==> src/rtl/sjf_pkg.sv <==
package sjf_pkg;

  // ************************************************************
  // widths and timing
  // ************************************************************
  localparam int SJF_OCT_W    = 8;
  localparam int SJF_CG_W     = 10;
  localparam int SJF_SMP_W    = 16;
  localparam int SJF_PIPE_LAT = 9;
  localparam int SJF_SYNC_MIN = 2;
  localparam int SJF_PRE_DET  = 2;
  localparam int SJF_SCR_W    = 15;
  localparam int SJF_TAP_A    = 13;
  localparam int SJF_TAP_B    = 14;

  // ************************************************************
  // pin bundle positions and reset
  // ************************************************************
  localparam int SJF_NPIN  = 6;
  localparam int SJF_P_SCP = 5;
  localparam int SJF_P_SCN = 4;
  localparam int SJF_P_SYN = 3;
  localparam int SJF_P_FAM = 2;
  localparam int SJF_P_SCR = 1;
  localparam int SJF_P_IDL = 0;
  localparam logic [5:0] SJF_PIN_RST = 6'h08;
  localparam logic [14:0] SJF_SCR_RST = 15'h0000;

  // ************************************************************
  // special octets
  // ************************************************************
  localparam logic [7:0] SJF_K28_1 = 8'h3c;
  localparam logic [7:0] SJF_K28_5 = 8'hbc;
  localparam logic [7:0] SJF_K28_7 = 8'hfc;
  localparam logic [7:0] SJF_D16_2 = 8'h50;
  localparam logic [7:0] SJF_D5_6  = 8'hc5;

  // ************************************************************
  // coding tables, negative disparity forms
  // ************************************************************
  localparam logic [5:0] SJF_T6 [0:31] = '{
    6'h27, 6'h1d, 6'h2d, 6'h31, 6'h35, 6'h29, 6'h19, 6'h38,
    6'h39, 6'h25, 6'h15, 6'h34, 6'h0d, 6'h2c, 6'h1c, 6'h17,
    6'h1b, 6'h23, 6'h13, 6'h32, 6'h0b, 6'h2a, 6'h1a, 6'h3a,
    6'h33, 6'h26, 6'h16, 6'h36, 6'h0e, 6'h2e, 6'h1e, 6'h2b};
  localparam logic [3:0] SJF_T4 [0:7] = '{
    4'hb, 4'h9, 4'h5, 4'hc, 4'hd, 4'ha, 4'h6, 4'he};
  localparam logic [3:0] SJF_K4 [0:7] = '{
    4'h4, 4'h9, 4'h5, 4'h3, 4'h2, 4'ha, 4'h6, 4'h8};
  localparam logic [5:0] SJF_K28_6B = 6'h0f;
  localparam logic [3:0] SJF_A7     = 4'h7;
  localparam logic [3:0] SJF_KX7    = 4'h8;

  // ************************************************************
  // state types
  // ************************************************************
  typedef enum logic [1:0] {
    TX_DATA = 2'b01,
    TX_SYNC = 2'b10
  } sjf_tx_st_e;

  typedef enum logic [2:0] {
    RX_SYNC = 3'b001,
    RX_WAIT = 3'b010,
    RX_DATA = 3'b100
  } sjf_rx_st_e;

  // ************************************************************
  // functions
  // ************************************************************
  // disparity after one sub-block
  function automatic logic sjf_sub_rd(input logic rd,
                                      input logic [5:0] b,
                                      input int n);
    int ones;
    ones = $countones(b);
    if (2 * ones > n) return 1'b1;
    if (2 * ones < n) return 1'b0;
    return rd;
  endfunction

  // returns {rd_out, code_group}; bit 9 goes out first
  function automatic logic [10:0] sjf_enc(input logic [7:0] d,
                                          input logic       k,
                                          input logic       rd);
    logic [4:0] x;
    logic [2:0] y;
    logic [5:0] s6;
    logic [3:0] s4;
    logic       rd6;
    x  = d[4:0];
    y  = d[7:5];
    s6 = SJF_T6[x];
    s4 = SJF_T4[y];
    if (k) begin
      if (x == 5'd28) begin
        s6 = SJF_K28_6B;
        s4 = SJF_K4[y];
      end else begin
        s4 = SJF_KX7;
      end
      if (rd) begin
        s6 = ~s6;
        s4 = ~s4;
      end
      rd6 = sjf_sub_rd(rd, s6, 6);
    end else begin
      if (rd && ($countones(s6) != 3 || x == 5'd7)) s6 = ~s6;
      rd6 = sjf_sub_rd(rd, s6, 6);
      if (y == 3'd7 && (rd6 ? (x == 5'd11 || x == 5'd13 || x == 5'd14)
                            : (x == 5'd17 || x == 5'd18 || x == 5'd20)))
        s4 = SJF_A7;
      if (rd6 && ($countones(s4) != 2 || y == 3'd3)) s4 = ~s4;
    end
    return {sjf_sub_rd(rd6, {2'b00, s4}, 4), s6, s4};
  endfunction

  // returns {hit, octet} for a data code-group of either polarity
  function automatic logic [8:0] sjf_dec(input logic [9:0] cg);
    logic [10:0] a;
    logic [10:0] b;
    logic [8:0]  r;
    r = '0;
    for (int i = 0; i < 256; i++) begin
      a = sjf_enc(8'(i), 1'b0, 1'b0);
      b = sjf_enc(8'(i), 1'b0, 1'b1);
      if (a[9:0] == cg || b[9:0] == cg) r = {1'b1, 8'(i)};
    end
    return r;
  endfunction

  function automatic logic sjf_is_k(input logic [9:0] cg,
                                    input logic [7:0] oct);
    logic [10:0] a;
    logic [10:0] b;
    a = sjf_enc(oct, 1'b1, 1'b0);
    b = sjf_enc(oct, 1'b1, 1'b1);
    return (a[9:0] == cg) || (b[9:0] == cg);
  endfunction

  // self-synchronous 1 + x^14 + x^15; returns {state, word}
  function automatic logic [30:0] sjf_scr(input logic [15:0] w,
                                          input logic [14:0] st,
                                          input logic        descr);
    logic [14:0] s;
    logic [15:0] o;
    logic        b;
    s = st;
    o = '0;
    for (int i = 15; i >= 0; i--) begin
      b    = w[i] ^ s[SJF_TAP_A] ^ s[SJF_TAP_B];
      o[i] = b;
      s    = {s[13:0], descr ? w[i] : b};
    end
    return {s, o};
  endfunction

endpackage

==> src/rtl/sjf_link_if.sv <==
`timescale 1ns/10ps
interface sjf_link_if;
  import sjf_pkg::*;
  logic [SJF_CG_W-1:0] cg;
  logic                cg_valid;
  logic                sync_n;

  modport dev (
    output cg,
    output cg_valid,
    input  sync_n
  );

  modport rcv (
    input  cg,
    input  cg_valid,
    output sync_n
  );
endinterface

==> src/rtl/sjf_tx.sv <==
`timescale 1ns/10ps
// Operation
// - octets in are 8 bits, code-groups 10
// - encoder also makes the twelve control code-groups
// - comma is 0011111 or 1100000 leading
// - only K28.1, K28.5, K28.7 mark alignment
// - one sample per frame, two code-groups
// - scramble samples with 1+x^14+x^15 when enabled
// - receiver descrambler discards first sample
// - after sync, swap last code-group for K28.7 when its octet repeats the previous frame's last octet
// - receiver checks K28.7 position, restores value
// - idle set: K28.5 then D16.2 or D5.6
// - send K28.5 preamble while sync requested
// - request withdrawn; preamble ends at frame end
// - first data code-group after preamble starts frame
// - disparity judged per 6-bit and 4-bit sub-block
// - more ones positive, more zeros negative
// - pick code-group form by running disparity
// - sample leaves pipeline nine sample clocks later
// - capture on rising edge where plus exceeds minus
// - sync request low two sample clocks starts sync
// - scramble before 8b/10b coding
// - without idle mode, preamble is all K28.5
// - frame monitor enable high turns on K28.7 swap
module sjf_tx
  import sjf_pkg::*;
#(
  parameter int LAT = SJF_PIPE_LAT
) (
  // clock and reset
  input wire logic                 mclk,
  input wire logic                 rstn,
  // sample clock and sample pins
  input wire logic                 sample_clock_p,
  input wire logic                 sample_clock_n,
  input wire logic [SJF_SMP_W-1:0] sample_in,
  // mode pins
  input wire logic                 scramble_enable,
  input wire logic                 frame_monitor_enable,
  input wire logic                 idle_sync_select,
  // status
  output logic                     sync_active,
  output logic                     link_synced,
  // link
  sjf_link_if.dev                  link
);

  localparam logic [1:0] LOW_TRIG = 2'(SJF_SYNC_MIN - 1);
  localparam logic [1:0] LOW_MAX  = 2'(SJF_SYNC_MIN);

  logic [SJF_NPIN-1:0]  pin_m_q;
  logic [SJF_NPIN-1:0]  pin_s_q;
  logic [SJF_SMP_W-1:0] din_m_q;
  logic [SJF_SMP_W-1:0] din_s_q;
  logic                 sclk_hi_q;
  logic                 sclk_hi;
  logic                 edge_s;
  logic                 sync_low;
  logic [SJF_SMP_W-1:0] pipe_q [LAT];
  logic [1:0]           low_q;
  sjf_tx_st_e           st_q;
  logic                 synced_q;
  logic                 pre_frame;
  logic [14:0]          scr_q;
  logic [30:0]          scr_w;
  logic [SJF_SMP_W-1:0] word;
  logic [7:0]           prev_lo_q;
  logic                 fam_hit;
  logic                 second_q;
  logic                 idle2_q;
  logic                 k2_q;
  logic [7:0]           oct2_q;
  logic                 rd_q;
  logic [7:0]           enc_oct;
  logic                 enc_k;
  logic                 emit;
  logic [10:0]          enc_r;
  logic [SJF_CG_W-1:0]  cg_q;
  logic                 cgv_q;

  // ************************************************************
  // pin synchronisers
  // ************************************************************
  always_ff @(posedge mclk) begin
    if (!rstn) begin
      pin_m_q <= SJF_PIN_RST;
      pin_s_q <= SJF_PIN_RST;
      din_m_q <= '0;
      din_s_q <= '0;
    end else begin
      pin_m_q <= {sample_clock_p, sample_clock_n, link.sync_n,
                  frame_monitor_enable, scramble_enable,
                  idle_sync_select};
      pin_s_q <= pin_m_q;
      din_m_q <= sample_in;
      din_s_q <= din_m_q;
    end
  end

  assign sclk_hi  = pin_s_q[SJF_P_SCP] & ~pin_s_q[SJF_P_SCN];
  assign edge_s   = sclk_hi & ~sclk_hi_q;
  assign sync_low = ~pin_s_q[SJF_P_SYN];

  always_ff @(posedge mclk) begin
    if (!rstn) begin
      sclk_hi_q <= 1'b0;
    end else begin
      sclk_hi_q <= sclk_hi;
    end
  end

  // ************************************************************
  // conversion latency pipeline
  // ************************************************************
  always_ff @(posedge mclk) begin
    if (!rstn) begin
      pipe_q[0] <= '0;
    end else if (edge_s) begin
      pipe_q[0] <= din_s_q;
    end
  end

  for (genvar i = 1; i < LAT; i++) begin : g_pipe
    always_ff @(posedge mclk) begin
      if (!rstn) begin
        pipe_q[i] <= '0;
      end else if (edge_s) begin
        pipe_q[i] <= pipe_q[i-1];
      end
    end
  end

  // ************************************************************
  // sync request and frame state
  // ************************************************************
  assign pre_frame = sync_low && (st_q == TX_SYNC || low_q >= LOW_TRIG);

  always_ff @(posedge mclk) begin
    if (!rstn) begin
      low_q <= '0;
    end else if (edge_s) begin
      if (!sync_low) begin
        low_q <= '0;
      end else if (low_q != LOW_MAX) begin
        low_q <= low_q + 2'd1;
      end
    end
  end

  always_ff @(posedge mclk) begin
    if (!rstn) begin
      st_q     <= TX_DATA;
      synced_q <= 1'b0;
    end else if (edge_s) begin
      case (st_q)
        TX_DATA: begin
          if (pre_frame) begin
            st_q     <= TX_SYNC;
            synced_q <= 1'b0;
          end
        end
        TX_SYNC: begin
          if (!pre_frame) begin
            st_q     <= TX_DATA;
            synced_q <= 1'b1;
          end
        end
        default: st_q <= TX_DATA;
      endcase
    end
  end

  // ************************************************************
  // scrambler and frame monitor
  // ************************************************************
  assign scr_w   = sjf_scr(pipe_q[LAT-1], scr_q, 1'b0);
  assign word    = pin_s_q[SJF_P_SCR] ? scr_w[15:0] : pipe_q[LAT-1];
  assign fam_hit = pin_s_q[SJF_P_FAM] && synced_q
                   && (word[7:0] == prev_lo_q);

  always_ff @(posedge mclk) begin
    if (!rstn) begin
      scr_q     <= SJF_SCR_RST;
      prev_lo_q <= '0;
    end else if (edge_s && !pre_frame) begin
      if (pin_s_q[SJF_P_SCR]) begin
        scr_q <= scr_w[30:16];
      end
      prev_lo_q <= word[7:0];
    end
  end

  // ************************************************************
  // frame emission and 8b/10b coding
  // ************************************************************
  always_comb begin
    emit = edge_s | second_q;
    if (second_q) begin
      enc_oct = idle2_q ? (rd_q ? SJF_D16_2 : SJF_D5_6) : oct2_q;
      enc_k   = idle2_q ? 1'b0 : k2_q;
    end else begin
      enc_oct = pre_frame ? SJF_K28_5 : word[15:8];
      enc_k   = pre_frame;
    end
  end

  assign enc_r = sjf_enc(enc_oct, enc_k, rd_q);

  always_ff @(posedge mclk) begin
    if (!rstn) begin
      second_q <= 1'b0;
      idle2_q  <= 1'b0;
      k2_q     <= 1'b0;
      oct2_q   <= '0;
    end else begin
      second_q <= edge_s;
      if (edge_s) begin
        idle2_q <= pre_frame && pin_s_q[SJF_P_IDL];
        k2_q    <= pre_frame || fam_hit;
        oct2_q  <= pre_frame ? SJF_K28_5 :
                   (fam_hit ? SJF_K28_7 : word[7:0]);
      end
    end
  end

  always_ff @(posedge mclk) begin
    if (!rstn) begin
      rd_q  <= 1'b0;
      cg_q  <= '0;
      cgv_q <= 1'b0;
    end else begin
      cgv_q <= emit;
      if (emit) begin
        cg_q <= enc_r[9:0];
        rd_q <= enc_r[10];
      end
    end
  end

  // ************************************************************
  // outputs
  // ************************************************************
  always_ff @(posedge mclk) begin
    if (!rstn) begin
      sync_active <= 1'b0;
      link_synced <= 1'b0;
    end else begin
      sync_active <= (st_q == TX_SYNC);
      link_synced <= synced_q;
    end
  end

  assign link.cg       = cg_q;
  assign link.cg_valid = cgv_q;

endmodule

==> src/flat_wrapper.sv <==
// flat-port wrapper written by rule: the top's interface ports become plain ports
module sjf_tx_flat import sjf_pkg::*;
#(
  parameter int LAT = SJF_PIPE_LAT
)
  (mclk, rstn, sample_clock_p, sample_clock_n, sample_in, scramble_enable, frame_monitor_enable, idle_sync_select, sync_active, link_synced, link_cg, link_cg_valid, link_sync_n);
  sjf_link_if link_i ();
  input wire logic mclk;
  input wire logic rstn;
  input wire logic sample_clock_p;
  input wire logic sample_clock_n;
  input wire logic [SJF_SMP_W-1:0] sample_in;
  input wire logic scramble_enable;
  input wire logic frame_monitor_enable;
  input wire logic idle_sync_select;
  output logic sync_active;
  output logic link_synced;
  output wire logic [$bits(link_i.cg)-1:0] link_cg;
  output wire logic [$bits(link_i.cg_valid)-1:0] link_cg_valid;
  input wire logic [$bits(link_i.sync_n)-1:0] link_sync_n;
  assign link_cg = link_i.cg;
  assign link_cg_valid = link_i.cg_valid;
  assign link_i.sync_n = link_sync_n;
  sjf_tx #(.LAT(LAT)) u_core (.mclk(mclk), .rstn(rstn), .sample_clock_p(sample_clock_p), .sample_clock_n(sample_clock_n), .sample_in(sample_in), .scramble_enable(scramble_enable), .frame_monitor_enable(frame_monitor_enable), .idle_sync_select(idle_sync_select), .sync_active(sync_active), .link_synced(link_synced), .link(link_i));
endmodule
==> config.mk <==
export PLATFORM = sky130hd
export DESIGN_NAME = sjf_tx_flat
export DESIGN_NICKNAME = d
export VERILOG_FILES = /design/src/rtl/sjf_pkg.sv /design/src/rtl/sjf_link_if.sv /design/src/rtl/sjf_tx.sv /design/src/flat_wrapper.sv
export SDC_FILE = /design/constraint.sdc
export NUM_CORES = 1
export LEC_CHECK = 0
export BUFFER_PORTS_ARGS = -buffer_cell sky130_fd_sc_hd__buf_2
export CAP_MARGIN = 20
export CORE_MARGIN = 3
export CORE_UTILIZATION = 49
export CTS_BUF_LIST = sky130_fd_sc_hd__clkbuf_4 sky130_fd_sc_hd__clkbuf_8
export DETAILED_ROUTE_END_ITERATION = 12
export HOLD_SLACK_MARGIN = 0.12
export PLACE_DENSITY = 0.65
export SLEW_MARGIN = 10
export SYNTH_ARGS = -nofsm -noshare
export SYNTH_HDL_FRONTEND = slang
export SYNTH_SLANG_ARGS = --single-unit
==> constraint.sdc <==
create_clock -name mclk -period 24.6 [get_ports mclk]
set_input_delay 3.69 -clock mclk [delete_from_list [all_inputs] [get_ports mclk]]
set_output_delay 3.69 -clock mclk [all_outputs]
set_load 0.005 [all_outputs]
==> results of run 1 <==
state kept, by name, indices dropped and copies added, names as in the netlist, 6 cells and up:
name,flops
u_core.link.cg,10
u_core.din_m_q,16
u_core.din_s_q,16
u_core.pin_m_q,6
u_core.oct2_q,8
u_core.pin_s_q,6
u_core.scr_q,15
u_core.pipe_q,144
u_core.prev_lo_q,8
through the flow:
| step | cells | hold slack, ns | worst slack [ns] | utilization, % | total power [mW] |
|---|---|---|---|---|---|
| global route | 1277 | 0.4256 | 14.17 | 55.60 | 1.107 |
| CTS | 1277 | 0.4115 | 14.82 | 55.60 | 1.050 |
| finish | 1277 | 0.4110 | 14.81 | 55.60 | 1.037 |
| detailed placement | 1205 | 0.4047 | 14.86 | 51.68 | 0.6816 |
| floorplan | 935 | 0.3863 | 15.77 | - | 0.6345 |
| global placement | 1205 | 0.3948 | 15.14 | 51.68 | 0.6749 |
synth_stat cells, drive strengths merged (4+ instances only):
library cell  number
and2             208
edfxtp           144
dfxtp             98
nand2             70
o21ai             54
clkbuf            38
xnor2             35
xor2              32
ha                30
inv               29
nor2              26
nand3             16
buf               13
nor3              10
a21oi              9
a21boi             8
fa                 8
nor2b              8
mux2i              7
o211a              6
a211oi             5
a31oi              5
nand4              5
o31ai              5
a31o               4
nand2b             4
o211ai             4
o22ai              4
o31a               4
layer usage:
layer  GRT usage, %  wire (um)  up-vias
li1               -          -     3265
met1          20.98       8409     3034
met2          24.41       8353      125
met3          3.162        855       22
met4          4.836        277        0
met5              0          0        -
cell families (layout without fill, tap and decap cells):
kind of cell	Yosys count	after routing	synth area share, %
xor gates and xnor gates	70	70	6.101
DFF	242	242	57.19
muxes	7	7	0.6375
and+or+nand+nor	366	366	18.93
adders and majority gates	38	38	4.872
buffers and inverters	80	142	3.028
AOI/OAI and AO/OA	132	132	9.243
path summary, 6_finish.rpt:
check | slack [ns] | end | from | cells past startpoint
worst max-delay path | 14.81 | u_core.rd_q | u_core.low_q[1] | 45
worst min-delay path | 0.41 | u_core.pin_s_q[3] | u_core.pin_m_q[3] | 1
worst max register to register | 14.81 | u_core.rd_q | u_core.low_q[1] | 45
worst min register to register | 0.41 | u_core.pin_s_q[3] | u_core.pin_m_q[3] | 1
power breakdown:
part           internal [mW]  switching, mW
logic                 0.0928          0.120
registers              0.449         0.0110
clock network          0.213          0.151
total                  0.755          0.282
placed cells by master, fill, tap and decap left out, types with 7 or more instances in the layout:
| cell | netlist | routed |
|---|---|---|
| o21ai_1 | 9 | 9 |
| nor3_1 | 10 | 10 |
| fa_1 | 8 | 8 |
| edfxtp_1 | 144 | 144 |
| nor2_1 | 24 | 24 |
| clkbuf_4 | 1 | 19 |
| nand3_1 | 16 | 16 |
| o21ai_0 | 44 | 44 |
| nand2_1 | 69 | 69 |
| a21oi_1 | 8 | 8 |
| mux2i_1 | 7 | 7 |
| and2_1 | 208 | 208 |
| buf_2 | 8 | 36 |
| ha_1 | 30 | 30 |
| xor2_1 | 31 | 31 |
| xnor2_1 | 34 | 34 |
| dfxtp_1 | 98 | 98 |
| inv_1 | 27 | 26 |
| clkbuf_8 | 0 | 50 |
layout make-up:
class / count / area (um^2)
clock inverters: 3 / 30.03
multi-input cells: 613 / 4380
flip-flops and latches: 242 / 6286
fillers: 1822 / 9749
repair buffers: 41 / 217.7
well taps: 280 / 350.3
inverters: 29 / 113.9
clock buffers: 69 / 830.8
==> metrics.md, run 1 <==
| Metric | Value |
|---|---|
| VDD IR max | `between 0.05 and 0.06 mV` |
| Chip width | `about 160 um` |
| Vias | `6446` |
| Final net count | `approximately 1.0k` |
| Yosys warnings | `0` |
| Slew Limit Fails | `0` |
| Final instance area | `~12000 um^2` |
| DP HPWL | `approximately 11000 um` |
| #FFs+latches synth | `242` |
| Worst skew pair latency | `about 0.53 ns` |
| Total Routing Usage GR | `15.23%` |
| Largest cells by area after synthesis | `edfxtp_1, dfxtp_1, and2_1` |
| CTS tree | `done` |
| Clock Skew | `~0.016 ns` |
| Ys async rst share | `0%` |
| Max_cap viols | `0` |
| PostCTS Resize Cnt | `0` |
| Post-CTS setup buffer count | `0` |
| Drt wl/cell | `14.01 um` |
| Ant. Diodes | `0` |
| Crit Path Class | `flop to flop` |
| Synthesized area | `10990 um^2` |
| Hold-fix buffers, CTS | `0` |
| Worst slew pin tran | `a little under 1 ns` |
| DR vias/cell | `approximately 5.0` |
| Pleak | `~4.9 nW` |
| H-tree depth | `2` |
| Clock transition at path regs | `0.06 ns` |
| 1st-iter DRT viols | `roughly 500` |
| Kind of cell adding the most delay to the critical path | `adder cells` |
| Count of buffer and inverter cells on the critical path | `6` |
| Die Ht | `between 150 and 200 um` |
| Largest net degree at the start of global routing | `136` |
| Crit share post-route | `39.78%` |
| Share of layout cells above drive strength 1 | `between 15 and 20%` |
| GP Congestion | `between 0.7 and 0.8` |
| Critical-path maximum fanout | `9` |
| Final setup fails | `0` |
| ANT nets after route | `0` |
| RSZ-0062 raised after global routing | `no` |
| Initial Util | `~50%` |
| Hold Vio Cnt, Final | `0` |
| Tmin final | `approximately 9.8 ns` |
| Layout area overhead | `11.08%` |
| Pwr Density | `84.94 nW/um^2` |
| Core Rows | `54` |
| Initial antenna violation count | `0` |
| Placed inst area | `11350 um^2` |
| Routed wire length | `17900 um` |
| CP max stage delay | `around 0.53 ns` |
| Post-synthesis sequential area ratio | `57.19%` |
| Vias in the first global route | `just over 6k` |
| Area leader, netlist | `edfxtp_1` |
| GR Overflow Total | `0` |
| Length of the first detailed-routing pass in iterations | `4` |
| Port Buffers | `36` |
| Deepest clock path buffer count | `3` |
| Ys flop type | `edfxtp_1` |
| Final setup TNS | `0 ns` |
| Fmax achieved | `between 0.1 and 0.15 GHz` |
| Netlist cell types | `87` |
| Cell mode on critical path | `ha_1` |
| Crit path max-delay cell type | `fa_1` |
| Die area | `~24000 um^2` |
| Synthesized Nets | `approximately 1000` |
| Clk root buf | `clkbuf_8` |
| Total CTS buffers | `39` |
| Mapped Cells | `around 940` |
| Post-synth EDFFs | `between 100 and 150` |
| Status | `completed` |
| Top cell type's share of synthesized area | `39.34%` |
| Area of the core | `21960 um^2` |
| Syn Area/Cell | `11.76 um^2` |
| CP Capture Type | `flop` |
| First-pass GRT wire length | `30390 um` |
| I/O pins | `37` |
| DRC viols | `0` |
| Clock sink count | `around 240` |
| Critical Path Source Type | `flop` |
| Req. time, crit path | `25.06 ns` |
| Worst slew margin | `35.63%` |
| Crit path DAT | `10.25 ns` |
| Min-delay worst type | `flop to flop` |
(Power assumes the default switching activity.)
==> run 2, diff against run 1 <==
- clock period: 24.6 -> 9.6 ns (I/O delays scaled with it)
==> run 2 against run 1 <==
Non-clock buffer count grew 18. Setup slack worse by 14 ns. Sequential power rose to 2.5 times the previous value. Sequential share of layout area is 0.40 points lower. Wire length increased by 2.5%. Critical path type unchanged. Largest cell class unchanged. Highest routed layer unchanged.
==> metrics.md, run 2 (same netlist as run 1, synthesis figures left out) <==
| Metric | Value |
|---|---|
| Vias in the first global route | `6192 (-0.15%)` |
| Max_cap viols | `0 (unchanged)` |
| Pwr Density | `213.8 nW/um^2 (+150%)` |
| Largest net degree at the start of global routing | `132 (-2.9%)` |
| Fin worst setup slack | `0.5897 ns (-14.23 ns)` |
| Worst slew margin | `38.00% (+2.4 points)` |
| Place WS | `0.2756 ns (-14.59 ns)` |
| Crit path DAT | `9.46 ns (-0.79 ns)` |
| Die Ht | `155.8 um (unchanged)` |
| Worst slew pin tran | `0.9299 ns (-0.03565 ns)` |
| Critical Path Source Type | `flop` |
| Clock transition at path regs | `0.06 ns (about the same)` |
| Final setup TNS | `0 ns (unchanged)` |
| Total CTS buffers | `40 (+2.6%)` |
| Total Routing Usage GR | `15.48% (+0.25 points)` |
| CP max stage delay | `0.54 ns (about the same)` |
| Reg2Reg Setup Slack | `0.59 ns (-14.23 ns)` |
| Deepest clock path buffer count | `3 (unchanged)` |
| RSZ-0062 raised after global routing | `no` |
| Crit Path Class | `flop to flop` |
| Final setup fails | `0 (unchanged)` |
| Layout area overhead | `11.94%` |
| Area of the core | `21960 um^2 (unchanged)` |
| DR vias/cell | `5.066 (+0.36%)` |
| Most frequent cells in the layout | `and2_1, edfxtp_1, dfxtp_1, nand2_1, o21ai_0` |
| Length of the first detailed-routing pass in iterations | `7 (+3)` |
| HP Start | `u_core.din_m_q[9]` |
| VDD IR max | `0.1668 mV (+220%)` |
| Commonest non-fill, non-tap cell in the layout | `and2_1` |
| Min-delay worst type | `flop to flop` |
| Ant. Diodes | `0 (unchanged)` |
| Worst skew pair latency | `0.52 ns (about the same)` |
| Clk root buf | `clkbuf_8` |
| GP Congestion | `0.8164 (+2.4%)` |
| Tmin final | `9.010 ns (-0.7748 ns)` |
| Largest register FFs | `144 (unchanged)` |
| Port Buffers | `36 (unchanged)` |
| Die area | `24270 um^2 (unchanged)` |
| Slew Limit Fails | `0 (unchanged)` |
| DP HPWL | `11370 um (+2.4%)` |
| R2r endpoint | `u_core.rd_q` |
| CP Capture Type | `flop` |
| Clock sink count | `242 (unchanged)` |
| Clock Skew | `0.01118 ns (-0.004438 ns)` |
| Vias | `6545 (+1.5%)` |
| Status | `completed` |
| Drt wl/cell | `14.20 um (+1.3%)` |
| WHS Path Cells | `1 (unchanged)` |
| Hold Vio Cnt, Final | `0 (unchanged)` |
| Largest reg by FF count | `u_core.pipe_q` |
| Share of layout cells above drive strength 1 | `16.70% (+1.5 points)` |
| Core Rows | `54 (unchanged)` |
| Cell mode on critical path | `ha_1` |
| Finished Core Util | `56.03% (+0.43 points)` |
| First-pass GRT wire length | `30930 um (+1.8%)` |
| Final net count | `1047 (+1.8%)` |
| Crit path max-delay cell type | `fa_1` |
| Critical-path maximum fanout | `7 (-2)` |
| Crit share post-route | `93.86% (+54 points)` |
| Initial antenna violation count | `0 (unchanged)` |
| Fmax achieved | `0.1110 GHz (+8.6%)` |
| Top Registers | `u_core.pipe_q (144), u_core.din_m_q (16), u_core.din_s_q (16)` |
| H-tree depth | `2 (unchanged)` |
| Req. time, crit path | `10.05 ns (-15.01 ns)` |
| ANT nets after route | `0 (unchanged)` |
| Hold WS | `0.4227 ns (+0.01165 ns)` |
| DRC viols | `0 (unchanged)` |
| Reg-to-Reg Start | `u_core.low_q[0]` |
| CTS tree | `done` |
| Initial Util | `50.06% (unchanged)` |
| Worst Hold Path EP | `u_core.din_s_q[9]` |
| Reg2Reg Depth | `43 (-4.4%)` |
| Hold-fix buffers, CTS | `0 (unchanged)` |
| Routed wire length | `18340 um (+2.5%)` |
| Fillers | `1831 (+0.49%)` |
| 1st-iter DRT viols | `457 (-8.2%)` |
| I/O pins | `37 (unchanged)` |
| GR Overflow Total | `0 (unchanged)` |
| Pleak | `4.976 nW (+1.3%)` |
| Chip width | `155.8 um (unchanged)` |
[run 2: worst max-delay path by stage]
stage | from | endpoint
after floorplan | u_core.low_q[0] | u_core.rd_q
after global placement | u_core.low_q[0] | u_core.rd_q
after detailed placement | u_core.low_q[1] | u_core.rd_q
after CTS | u_core.low_q[1] | u_core.rd_q
after global routing | u_core.st_q[0] | u_core.rd_q
final | u_core.low_q[0] | u_core.rd_q
[run 2: routing by layer]
metal | share of wire (%) | up-vias | wire length (um) | track usage [%]
li1 | - | 3302 | - | -
met3 | 3.8 | 27 | 696 | 2.968
met1 | 48 | 3103 | 8874 | 22.58
met2 | 46 | 113 | 8425 | 23.73
met4 | 1.9 | 0 | 346 | 4.584
met5 | 0 | - | 0 | 0
[run 2: through the flow]
| stage | std cells | cell area (um^2) | power [mW] |
|---|---|---|---|
| CTS | 1283 | 12210 | 2.659 |
| global route | 1292 | 12300 | 2.822 |
| global placement | 1214 | 11420 | 1.742 |
| finish | 1292 | 12300 | 2.630 |
| detailed placement | 1214 | 11420 | 1.755 |
| floorplan | 935 | 10990 | 1.626 |
[run 2: worst max-delay path: cells and delay by family, from the launching register on]
family | cells | cell delay [ns]
flops | 1 | 0.29
compound gates | 10 | 1.53
buf+inv | 5 | 0.45
simple gates | 14 | 2.46
fa+ha+maj | 14 | 4.18
[run 2: cell type report]
type / instances / area [um^2] / area share [%]
sequential: 242 / 6286 / 51.09
multi-input combinational: 613 / 4409 / 35.83
clock buffer: 62 / 721.9 / 5.867
timing repair buffer: 59 / 352.8 / 2.868
tap: 280 / 350.3 / 2.847
inverter: 29 / 113.9 / 0.9254
clock inverter: 7 / 70.07 / 0.5695
[run 2: repair_timing]
action | in CTS | in global routing
gates resized for setup | 0 | 7
endpoints found under the setup margin | 0 | 1
buffers inserted | 0 | 9
[run 2: power breakdown]
| group | internal [mW] | switching, mW |
|---|---|---|
| registers | 1.15 | 0.0172 |
| logic | 0.253 | 0.328 |
| clock network | 0.505 | 0.376 |
| total | 1.91 | 0.722 |
